--- config.mk ---
export PLATFORM = sky130hd
export DESIGN_NAME = hall_commutation_decoder
export DESIGN_NICKNAME = d
export VERILOG_FILES = /design/src/design/hall_pkg.sv /design/src/design/hall_commutation_decoder.sv /design/src/design/pin_sync.sv
export SDC_FILE = /design/constraint.sdc
export NUM_CORES = 1
export LEC_CHECK = 0
export BUFFER_PORTS_ARGS = -buffer_cell sky130_fd_sc_hd__buf_2
export CAP_MARGIN = 15
export CORE_AREA = 2 2 41 43
export CTS_CLUSTER_DIAMETER = 150
export DETAILED_ROUTE_END_ITERATION = 10
export DIE_AREA = 0 0 43 45
export GPL_ROUTABILITY_DRIVEN = 1
export GPL_TIMING_DRIVEN = 0
export PLACE_DENSITY_LB_ADDON = 0.12
export SYNTH_ARGS = -nofsm -noshare
export SYNTH_HDL_FRONTEND = slang
export SYNTH_SLANG_ARGS = --single-unit
--- constraint.sdc ---
create_clock -name clk_sys -period 4.1 [get_ports clk_sys]
set_clock_uncertainty 0.15 [all_clocks]
set_input_delay 0.41 -clock clk_sys [delete_from_list [all_inputs] [get_ports clk_sys]]
set_output_delay 0.41 -clock clk_sys [all_outputs]
set_load 0.05 [all_outputs]
--- src/design/hall_pkg.sv ---
package hall_pkg;

  // ------------------------------------------------------------
  // Pin and drive carriers
  // ------------------------------------------------------------
  // Sensor code order: hall[2] = first, hall[1] = second, hall[0] = third
  typedef struct packed {
    logic four_step;
    logic sel_60;
    logic enable;
    logic fwd;
    logic [2:0] hall;
  } pins_t;

  // Index 0 = phase one, 1 = phase two, 2 = phase three; tops active low
  typedef struct packed {
    logic [2:0] top_n;
    logic [2:0] bottom;
  } drive_t;

  localparam int PIN_WIDTH = $bits(pins_t);
  localparam int SYNC_STAGES = 2;

  // ------------------------------------------------------------
  // Reset and idle values
  // ------------------------------------------------------------
  localparam logic [2:0] TOP_OFF = 3'h7;
  localparam logic [2:0] BOTTOM_OFF = 3'h0;
  localparam drive_t DRIVE_OFF = '{top_n: TOP_OFF, bottom: BOTTOM_OFF};
  localparam logic [PIN_WIDTH-1:0] PINS_RESET = 7'h00;

  // ------------------------------------------------------------
  // Four step table, value packed as {top2, top3, bottom2, bottom3}
  // ------------------------------------------------------------
  localparam logic [3:0] FS_FWD_10 = 4'hd;
  localparam logic [3:0] FS_FWD_11 = 4'h4;
  localparam logic [3:0] FS_FWD_01 = 4'h8;
  localparam logic [3:0] FS_FWD_00 = 4'he;
  localparam logic [3:0] FS_REV_10 = 4'h8;
  localparam logic [3:0] FS_REV_11 = 4'he;
  localparam logic [3:0] FS_REV_01 = 4'hd;
  localparam logic [3:0] FS_REV_00 = 4'h4;

endpackage : hall_pkg

--- src/design/hall_commutation_decoder.sv ---
`timescale 1ns/1ps
module hall_commutation_decoder (
  // Clock and reset
  input wire logic clk_sys,
  input wire logic rstn,
  // Rotor position sensors
  input wire logic hall_input_first,
  input wire logic hall_input_second,
  input wire logic hall_input_third,
  // Control pins
  input wire logic direction_fwd,
  input wire logic run_enable,
  input wire logic phasing_sel_60,
  input wire logic four_step_mode,
  // Top drives, active low
  output logic top_drive_phase_one_n,
  output logic top_drive_phase_two_n,
  output logic top_drive_phase_three_n,
  // Bottom drives, active high
  output logic bottom_drive_phase_one,
  output logic bottom_drive_phase_two,
  output logic bottom_drive_phase_three
);
  import hall_pkg::*;

  // ------------------------------------------------------------
  // Pin synchronisation
  // ------------------------------------------------------------
  pins_t pins_raw;
  pins_t pins_s;
  logic [PIN_WIDTH-1:0] pins_s_vec;

  assign pins_raw = '{four_step: four_step_mode, sel_60: phasing_sel_60,
                      enable: run_enable, fwd: direction_fwd,
                      hall: {hall_input_first, hall_input_second, hall_input_third}};
  assign pins_s = pins_t'(pins_s_vec);

  pin_sync #(.WIDTH(PIN_WIDTH), .RESET_VALUE(PINS_RESET)) u_pin_sync (
    .clk_sys(clk_sys),
    .rstn(rstn),
    .din(pins_raw),
    .dout(pins_s_vec)
  );

  // ------------------------------------------------------------
  // Step lookup, result is {valid, step}
  // ------------------------------------------------------------
  // Each valid code is one of six steps; the two unused codes give no drive
  function automatic logic [3:0] step_120(input logic [2:0] c);
    case (c)
      3'h5: step_120 = 4'h8;
      3'h4: step_120 = 4'h9;
      3'h6: step_120 = 4'ha;
      3'h2: step_120 = 4'hb;
      3'h3: step_120 = 4'hc;
      3'h1: step_120 = 4'hd;
      default: step_120 = 4'h0;
    endcase
  endfunction : step_120

  function automatic logic [3:0] step_60(input logic [2:0] c);
    case (c)
      3'h4: step_60 = 4'h8;
      3'h6: step_60 = 4'h9;
      3'h7: step_60 = 4'ha;
      3'h3: step_60 = 4'hb;
      3'h1: step_60 = 4'hc;
      3'h0: step_60 = 4'hd;
      default: step_60 = 4'h0;
    endcase
  endfunction : step_60

  // One top and one bottom of different phases per step; reverse swaps them
  function automatic drive_t six_step(input logic [3:0] vs, input logic fwd);
    drive_t d;
    logic [1:0] t;
    logic [1:0] b;
    d = DRIVE_OFF;
    t = 2'd0;
    b = 2'd1;
    case (vs[2:0])
      3'd0: begin t = 2'd0; b = 2'd1; end
      3'd1: begin t = 2'd0; b = 2'd2; end
      3'd2: begin t = 2'd1; b = 2'd2; end
      3'd3: begin t = 2'd1; b = 2'd0; end
      3'd4: begin t = 2'd2; b = 2'd0; end
      3'd5: begin t = 2'd2; b = 2'd1; end
      default: begin t = 2'd0; b = 2'd1; end
    endcase
    // Swapping top and bottom reverses each step's current, so the motor turns the other way
    if (!fwd) begin
      {t, b} = {b, t};
    end
    if (vs[3]) begin
      d.top_n[t] = 1'b0;
      d.bottom[b] = 1'b1;
    end
    return d;
  endfunction : six_step

  // Four states from the first two sensors; phase one held off
  function automatic drive_t four_step(input logic [1:0] ab, input logic fwd);
    drive_t d;
    logic [3:0] v;
    case ({fwd, ab})
      3'h6: v = FS_FWD_10;
      3'h7: v = FS_FWD_11;
      3'h5: v = FS_FWD_01;
      3'h4: v = FS_FWD_00;
      3'h2: v = FS_REV_10;
      3'h3: v = FS_REV_11;
      3'h1: v = FS_REV_01;
      default: v = FS_REV_00;
    endcase
    d.top_n = {v[2], v[3], 1'b1};
    d.bottom = {v[0], v[1], 1'b0};
    return d;
  endfunction : four_step

  // ------------------------------------------------------------
  // Decode and enable gating
  // ------------------------------------------------------------
  wire [3:0] step_sel = pins_s.sel_60 ? step_60(pins_s.hall) : step_120(pins_s.hall);
  drive_t drive_six;
  drive_t drive_four;
  drive_t drive_mux;
  drive_t next_drive;
  drive_t drive;

  assign drive_six = six_step(step_sel, pins_s.fwd);
  assign drive_four = four_step(pins_s.hall[2:1], pins_s.fwd);
  // Joined second and third sensors collapse the table to four states
  assign drive_mux = pins_s.four_step ? drive_four : drive_six;
  // Gating only the tops lets the bottoms still brake with enable low
  assign next_drive = '{top_n: drive_mux.top_n | {3{~pins_s.enable}},
                        bottom: drive_mux.bottom};

  // Output register: glitch-free drives, no commutation history kept
  always_ff @(posedge clk_sys) begin
    if (!rstn) begin
      drive <= DRIVE_OFF;
    end else begin
      drive <= next_drive;
    end
  end

  assign top_drive_phase_one_n = drive.top_n[0];
  assign top_drive_phase_two_n = drive.top_n[1];
  assign top_drive_phase_three_n = drive.top_n[2];
  assign bottom_drive_phase_one = drive.bottom[0];
  assign bottom_drive_phase_two = drive.bottom[1];
  assign bottom_drive_phase_three = drive.bottom[2];

  // ------------------------------------------------------------
  // Assertions
  // ------------------------------------------------------------
  property p_enable_low;
    @(posedge clk_sys) disable iff (!rstn)
    !pins_s.enable |=> drive.top_n == TOP_OFF;
  endproperty
  a_enable_low: assert property (p_enable_low) else $error("top drive on while disabled");

  property p_four_unused;
    @(posedge clk_sys) disable iff (!rstn)
    pins_s.four_step |=> drive.top_n[0] && !drive.bottom[0];
  endproperty
  a_four_unused: assert property (p_four_unused) else $error("phase one used in four step");

  property p_four_fwd;
    @(posedge clk_sys) disable iff (!rstn)
    pins_s.four_step && pins_s.fwd && pins_s.enable && pins_s.hall[2:1] == 2'h1
      |=> drive.top_n == 3'h3 && drive.bottom == 3'h0;
  endproperty
  a_four_fwd: assert property (p_four_fwd) else $error("four step forward code 01 wrong");

  property p_four_rev;
    @(posedge clk_sys) disable iff (!rstn)
    pins_s.four_step && !pins_s.fwd && pins_s.enable && pins_s.hall[2:1] == 2'h3
      |=> drive.top_n == 3'h7 && drive.bottom == 3'h2;
  endproperty
  a_four_rev: assert property (p_four_rev) else $error("four step reverse code 11 wrong");

  property p_four_states;
    @(posedge clk_sys) disable iff (!rstn)
    pins_s.four_step |=> drive.bottom == 3'h0 || drive.bottom == 3'h2 || drive.bottom == 3'h4;
  endproperty
  a_four_states: assert property (p_four_states) else $error("four step bottom state illegal");

  property p_sixty_pair;
    @(posedge clk_sys) disable iff (!rstn)
    !pins_s.four_step && pins_s.sel_60 && pins_s.enable && pins_s.hall == 3'h7
      |=> ($past(pins_s.fwd) ? drive.bottom == 3'h4 : drive.bottom == 3'h2)
          && $countones(~drive.top_n) == 1
          && $countones(drive.bottom) == 1 && (~drive.top_n & drive.bottom) == 3'h0;
  endproperty
  a_sixty_pair: assert property (p_sixty_pair) else $error("60 degree step lacks one top/bottom");

  property p_sixty_reverse;
    @(posedge clk_sys) disable iff (!rstn)
    !pins_s.four_step && pins_s.sel_60 && pins_s.enable && !pins_s.fwd && pins_s.hall == 3'h4
      |=> drive.top_n == 3'h5 && drive.bottom == 3'h1;
  endproperty
  a_sixty_reverse: assert property (p_sixty_reverse) else $error("60 degree reverse wrong");

  property p_one_twenty;
    @(posedge clk_sys) disable iff (!rstn)
    !pins_s.four_step && !pins_s.sel_60 && pins_s.hall == 3'h7
      |=> drive.top_n == TOP_OFF && drive.bottom == BOTTOM_OFF;
  endproperty
  a_one_twenty: assert property (p_one_twenty) else $error("120 degree bad code drives");

  property p_one_twenty_fwd;
    @(posedge clk_sys) disable iff (!rstn)
    !pins_s.four_step && !pins_s.sel_60 && pins_s.enable && pins_s.fwd && pins_s.hall == 3'h6
      |=> drive.top_n == 3'h5 && drive.bottom == 3'h4;
  endproperty
  a_one_twenty_fwd: assert property (p_one_twenty_fwd) else $error("120 degree step wrong");

  property p_stateless;
    @(posedge clk_sys) disable iff (!rstn)
    $stable(pins_s) ##1 $stable(pins_s) |=> $stable(drive);
  endproperty
  a_stateless: assert property (p_stateless) else $error("drive moved with steady inputs");

  c_four_step: cover property (@(posedge clk_sys) disable iff (!rstn)
    pins_s.four_step && pins_s.enable ##1 drive.bottom == 3'h4);
  c_sixty_run: cover property (@(posedge clk_sys) disable iff (!rstn)
    pins_s.sel_60 && pins_s.hall == 3'h4 ##1 pins_s.hall == 3'h6);
  c_disable: cover property (@(posedge clk_sys) disable iff (!rstn)
    pins_s.enable ##1 !pins_s.enable);

endmodule : hall_commutation_decoder

--- src/design/pin_sync.sv ---
`timescale 1ns/1ps
module pin_sync #(
  parameter int WIDTH = 1,
  parameter logic [WIDTH-1:0] RESET_VALUE = '0
) (
  // Clock and reset
  input wire logic clk_sys,
  input wire logic rstn,
  // Asynchronous pins in, synchronised levels out
  input wire logic [WIDTH-1:0] din,
  output logic [WIDTH-1:0] dout
);

  logic [WIDTH-1:0] stage1;

  // Two flops; only the second flop reads the first
  always_ff @(posedge clk_sys) begin
    if (!rstn) begin
      stage1 <= RESET_VALUE;
      dout <= RESET_VALUE;
    end else begin
      stage1 <= din;
      dout <= stage1;
    end
  end

endmodule : pin_sync

==> flow_summary_export.csv, run 1 <==
group,metric,value,unit
clocking,cts-root-buf,"clkbuf_4",
synth,netlist_area,701,sq um
cells_and_area,n_antenna_cell,0,
clocking,clkTransAtPathRegs,110,ps
worst_hold_path,hold_class,"input pin to flip-flop",
synth,syn_area_per_cell,10.6,sq um
global_route,grt_max_degree,13,
worst_hold_path,hold_start,"hall_input_second",
timing,setup_viol,0,
critical_path,r2r-end,"top_drive_phase_one_n",
floorplanning,fp.dieH,45,um
clocking,cts_hold_buf,0,
cells_and_area,fin_area,843,sq um
route,drc,0,
critical_path,crit_arrival,870,ps
clocking,cts_setup_buffers,0,
flow_run,maxCapViolCount,0,
route,postRouteWirelength,934,um
floorplanning,dieArea,1940,sq um
cells_and_area,layout_common_cells,"dfxtp_1 (20), and2_1 (15), buf_2 (14)",
critical_path,cp.depth,1,
synth,synth_warnings,0,
timing,slew_headroom,0.725,
route,wl_per_cell,9.34,um
place,gp_congestion,0.663,
route,dr.pass1.iters,4,
timing,worst_slew_pin_slew,408,ps
outcome,status,"finished clean",
timing,hold_viol,0,
synth,ys_ff_latch,20,
worst_hold_path,hold_end,"u_pin_sync.stage1[1]",
clocking,cts_made_buffers,3,
global_route,top_usage_layer,"met2",
timing,max_freq,0.701,GHz
floorplanning,core_area,1470,sq um
critical_path,worstRegToRegCells,3,
global_route,grt_pass1_vias,392,
timing,period_minus_slack,1430,ps
cells_and_area,final_common_cell,"dfxtp_1",
route,postRouteAntennaNets,0,
place,port_buffers,14,
global_route,grtUsageMet3,0.0240,
clocking,cts_sinks,20,
critical_path,startpoint_type,"flip-flop",
critical_path,end_kind,"output port",
synth,synth_cells,66,
clocking,htree_levels,1,
route,vias,467,
pwr,power_leakage,0.370,nW
place,placed_cell_area,791,sq um
worst_hold_path,whs_path_depth,2,
critical_path,worstSetupPathType,"flip-flop to output port",
critical_path,reg2reg_from,"u_pin_sync.dout[5]",
clocking,clkLatencyLatePin,290,ps
critical_path,crit_buf_inv,1,
critical_path,cp.required,3540,ps
synth,synth_area_leader_cell,"dfxtp_1",
critical_path,crit_family,"flip-flops",
global_route,overflow,0,
global_route,grt_usage,0.117,
synth,synth_top_area_share,0.571,
floorplanning,fp.dieW,43,um
timing,rsz0062_at_grt,"false",
clocking,post_cts_resized,0,
synth,ys_seq_area_frac,0.571,
cells_and_area,drive_above_1_share,0.226,
global_route,grt_pass1_wl,1600,um
critical_path,crit_chain,"buf_2",
cells_and_area,area_delta_synth_final,20.4,%
timing,min_period_over_period,0.348,
critical_path,slowest_stage,"dfxtp_1",
timing,drv_slew,0,
critical_path,crit_fanout,1,
global_route,use_met2,0.206,
pwr,powerDensity,462,nW/um^2
floorplanning,ios,15,
global_route,antenna_found_initial,0,
critical_path,slowest_delay,320,ps
pwr,ir_worst_vdd,0.275,mV
critical_path,reg2reg_slack,2690,ps
synth,synthDistinctLibCells,16,
floorplanning,rows,14,
global_route,use_met1,0.115,
clocking,clock_path_buffers,2,
synth,syn_nets,75,
timing,fin_setup_tns,0,ps
floorplanning,start_util,0.476,
cells_and_area,fill_cells,135,
synth,yosys-top-cells-area,"dfxtp_1 (57%), and2_1 (13%), mux2i_1 (8.6%)",
route,drtIter0Drc,7,
clocking,cts_tree,"done",
cells_and_area,nets,94,
route,viasPerCell,4.67,
-- Yosys cell counts --
master	n
mux2i_2	1
or3_1	1
or3b_1	2
mux2i_1	6
nor3_1	1
nand3_1	1
dfxtp_1	20
and2_1	15
xor2_1	1
clkbuf_1	2
o21ai_0	1
nand2_1	6
nor2_1	2
nor2b_1	4
nor3b_1	1
nand3b_1	2
-- metal layers --
metal  share of wire  vias up
li1                -      249
met1            0.42      203
met2            0.52       13
met3           0.043        2
met4           0.016        0
met5               0        -
-- cells by family (layout without fill, tap and decap cells) --
logic type             count (synthesis)  in the layout  share of synthesized area
XOR/XNOR                               1              1                     0.0125
flip-flops                            20             20                      0.571
AND/OR/NAND/NOR                       35             35                      0.293
buffers and inverters                  2             20                     0.0107
AO/OA/AOI/OAI                          1              1                    0.00714
multiplexers                           7              7                      0.105
-- registers in the layout (all words and copies together) (netlist names) --
| register | flops |
|---|---|
| top_drive_phase_one_n | 1 |
| u_pin_sync.dout | 7 |
| top_drive_phase_two_n | 1 |
| bottom_drive_phase_three | 1 |
| top_drive_phase_three_n | 1 |
| u_pin_sync.stage1 | 7 |
| bottom_drive_phase_two | 1 |
| bottom_drive_phase_one | 1 |
-- cell type report --
class,instances,area [sq um],share of cell area
Clock inverter,1,30.0,0.0356
Sequential cell,20,400,0.475
Multi-Input combinational cell,44,293,0.347
Buffer,2,7.51,0.00890
Tap cell,16,20.0,0.0237
Timing Repair Buffer,14,70.1,0.0831
Clock buffer,3,22.5,0.0267
-- worst max path at each step --
stage / startpoint / slack, ps / endpoint
final: top_drive_phase_one_n / 2670 / top_drive_phase_one_n
after CTS: top_drive_phase_one_n / 2650 / top_drive_phase_one_n
after floorplan: u_pin_sync.dout[5] / 2770 / top_drive_phase_one_n
after detailed placement: rstn / 2570 / u_pin_sync.dout[5]
after global placement: rstn / 2600 / u_pin_sync.stage1[4]
after global routing: u_pin_sync.dout[5] / 2620 / top_drive_phase_one_n
-- report_power, final --
part           total (W)  leakage (nW)  switching (W)  internal, W
sequential      0.000206         0.165     0.00000413     0.000202
combinational  0.0000262         0.178      0.0000136    0.0000126
clock           0.000157        0.0279      0.0000583    0.0000987
total           0.000389         0.370      0.0000760     0.000313
-- metrics by stage --
| stage | hold slack (ps) | total power, W | std cells | util | setup WS (ps) |
|---|---|---|---|---|---|
| finish | 160 | 0.000389 | 100 | 0.573 | 2670 |
| global route | 153 | 0.000403 | 100 | 0.573 | 2620 |
| CTS | 148 | 0.000396 | 100 | 0.573 | 2650 |
| detailed placement | 268 | 0.000237 | 96 | 0.537 | 2570 |
| global placement | 262 | 0.000236 | 96 | 0.537 | 2600 |
| floorplan | 262 | 0.000229 | 66 | - | 2770 |
No activity file was read; power rests on OpenSTA's default activity.
==> run 2: changes to the inputs <==
Settings changed: CORE_AREA 2 2 41 43 to 2 2 43 45, DIE_AREA 0 0 43 45 to 0 0 45 47.
Clock period 4.1 ns to 1.2 ns, I/O delays scaled along.
==> flow_summary_export.csv, run 2 (synthesized netlist as in run 1, its figures left out) <==
group,metric,value,unit
critical_path,crit_arrival,1330,ps
floorplanning,fp.dieW,45,um
cells_and_area,fin_area,951,sq um
critical_path,cp.required,1230,ps
cells_and_area,multi_input_area,310,sq um
global_route,grt_pass1_vias,402,
critical_path,crit_fanout,4,
place,dp_hpwl,660,um
route,vias,483,
clocking,htree_levels,1,
global_route,grt_usage,0.104,
floorplanning,ios,15,
cells_and_area,layout_common_cells,"dfxtp_1 (16), and2_1 (15), buf_2 (14)",
clocking,clock_path_buffers,2,
critical_path,worstRegToRegCells,3,
outcome,failed_checks,"negative setup slack",
cells_and_area,nets,104,
route,drc,0,
floorplanning,start_util,0.424,
floorplanning,fp.dieH,47,um
timing,min_period_over_period,1.08,
place,placed_cell_area,798,sq um
cells_and_area,reg_top3,"u_pin_sync.dout: 7 flops, u_pin_sync.stage1: 7 flops",
clocking,cts_tree,"done",
cells_and_area,final_common_cell,"dfxtp_1",
clocking,clkTransAtPathRegs,110,ps
cells_and_area,drive_above_1_share,0.298,
route,postRouteAntennaNets,0,
critical_path,slowest_delay,390,ps
timing,drv_slew,0,
cells_and_area,fill_cells,147,
critical_path,slowest_stage,"dfxtp_4",
timing,fin_setup_tns,-248,ps
timing,hold_viol,0,
critical_path,crit_family,"flip-flops",
critical_path,cp.depth,3,
floorplanning,core_area,1650,sq um
worst_hold_path,whs_path_depth,3,
critical_path,startpoint_type,"flip-flop",
timing,worst_slew_pin_slew,336,ps
global_route,grt_max_degree,12,
route,dr.pass1.iters,3,
clocking,cts-root-buf,"clkbuf_4",
cells_and_area,regArea,413,sq um
cells_and_area,area_delta_synth_final,35.7,%
pwr,powerDensity,1250,nW/um^2
place,gp_congestion,0.642,
timing,slew_headroom,0.776,
timing,period_minus_slack,1300,ps
critical_path,end_kind,"flip-flop",
outcome,status,"complete, but fails checks",
floorplanning,dieArea,2120,sq um
clocking,cts_made_buffers,3,
route,drtIter0Drc,2,
place,port_buffers,14,
critical_path,worstSetupPathType,"flip-flop to flip-flop",
pwr,power_leakage,0.418,nW
critical_path,crit_chain,"mux2i_4 -> mux2i_1 -> or3_1",
global_route,antenna_found_initial,0,
timing,setup_viol,4,
cells_and_area,n_antenna_cell,0,
clocking,cts_sinks,20,
timing,worst_slack,-97.3,ps
clocking,clkLatencyLatePin,290,ps
critical_path,crit_buf_inv,0,
critical_path,reg2reg_slack,-100,ps
route,wl_per_cell,8.51,um
flow_run,maxCapViolCount,0,
route,postRouteWirelength,945,um
pwr,ir_worst_vdd,0.688,mV
timing,max_freq,0.771,GHz
global_route,grt_pass1_wl,1540,um
floorplanning,rows,15,
worst_hold_path,hold_class,"input pin to flip-flop",
global_route,overflow,0,
route,viasPerCell,4.35,
timing,rsz0062_at_grt,"true",
==> run 2: cell count changes in the layout (fill, tap and decap cells not counted), sizes merged <==
| cell | previous run | this run |
|---|---|---|
| dlygate4sd3 | 0 | 7 |
| buf | 14 | 17 |
| clkbuf | 5 | 6 |
| bufinv | 1 | 0 |
==> run 2: worst reg2reg max path, cell delays in order, from the launching register on <==
cell,delay [ps]
dfxtp_4,390
mux2i_4,240
mux2i_1,100
or3_1,310
==> run 2: repair_timing <==
action                     in CTS  in global routing
pin swaps                       2                  0
setup endpoints to repair       6                  6
hold endpoints to repair        7                  0
resized for setup               8                  1
buffers inserted                3                  0
hold buffers                    7                  0
==> run 2: cell type report <==
class	instances	area share
plain buffers	2	0.00789
clock buffers	4	0.0382
multi-input cells	44	0.326
flip-flops and latches	20	0.434
well taps	17	0.0224
repair buffers	24	0.171
==> run 2: where the power goes <==
group	internal, W	switching, W	total, W
clock network	0.000185	0.000189	0.000373
registers	0.000687	0.0000139	0.000700
logic	0.0000656	0.0000520	0.000118
==> run 2: through the flow <==
stage / total power, W / hold WS (ps) / util / setup slack (ps) / std cells
after floorplan: 0.000785 / 97.3 / - / -46.6 / 66
after global placement: 0.000809 / 175 / 0.483 / -121 / 97
after detailed placement: 0.000811 / 179 / 0.483 / -124 / 97
after CTS: 0.00120 / 69.5 / 0.573 / -76.6 / 111
after global routing: 0.00125 / 103 / 0.576 / -132 / 111
final: 0.00119 / 84.0 / 0.576 / -97.3 / 111
==> run 2: layer usage <==
metal  part of all wire  routed length [um]  GRT usage  up-vias
li1                   -                   -          -      267
met1               0.44                 418      0.103      202
met2               0.50                 471      0.186       12
met3              0.049                  46     0.0346        2
met4             0.0085                   8     0.0706        0
met5                  0                   0          0        -
==> run 2: worst paths after layout <==
kind,from,end
setup / recovery,u_pin_sync.dout[5],top_drive_phase_one_n
setup reg to reg,u_pin_sync.dout[5],top_drive_phase_one_n
hold / removal,rstn,top_drive_phase_one_n
hold reg to reg,u_pin_sync.stage1[1],u_pin_sync.dout[1]
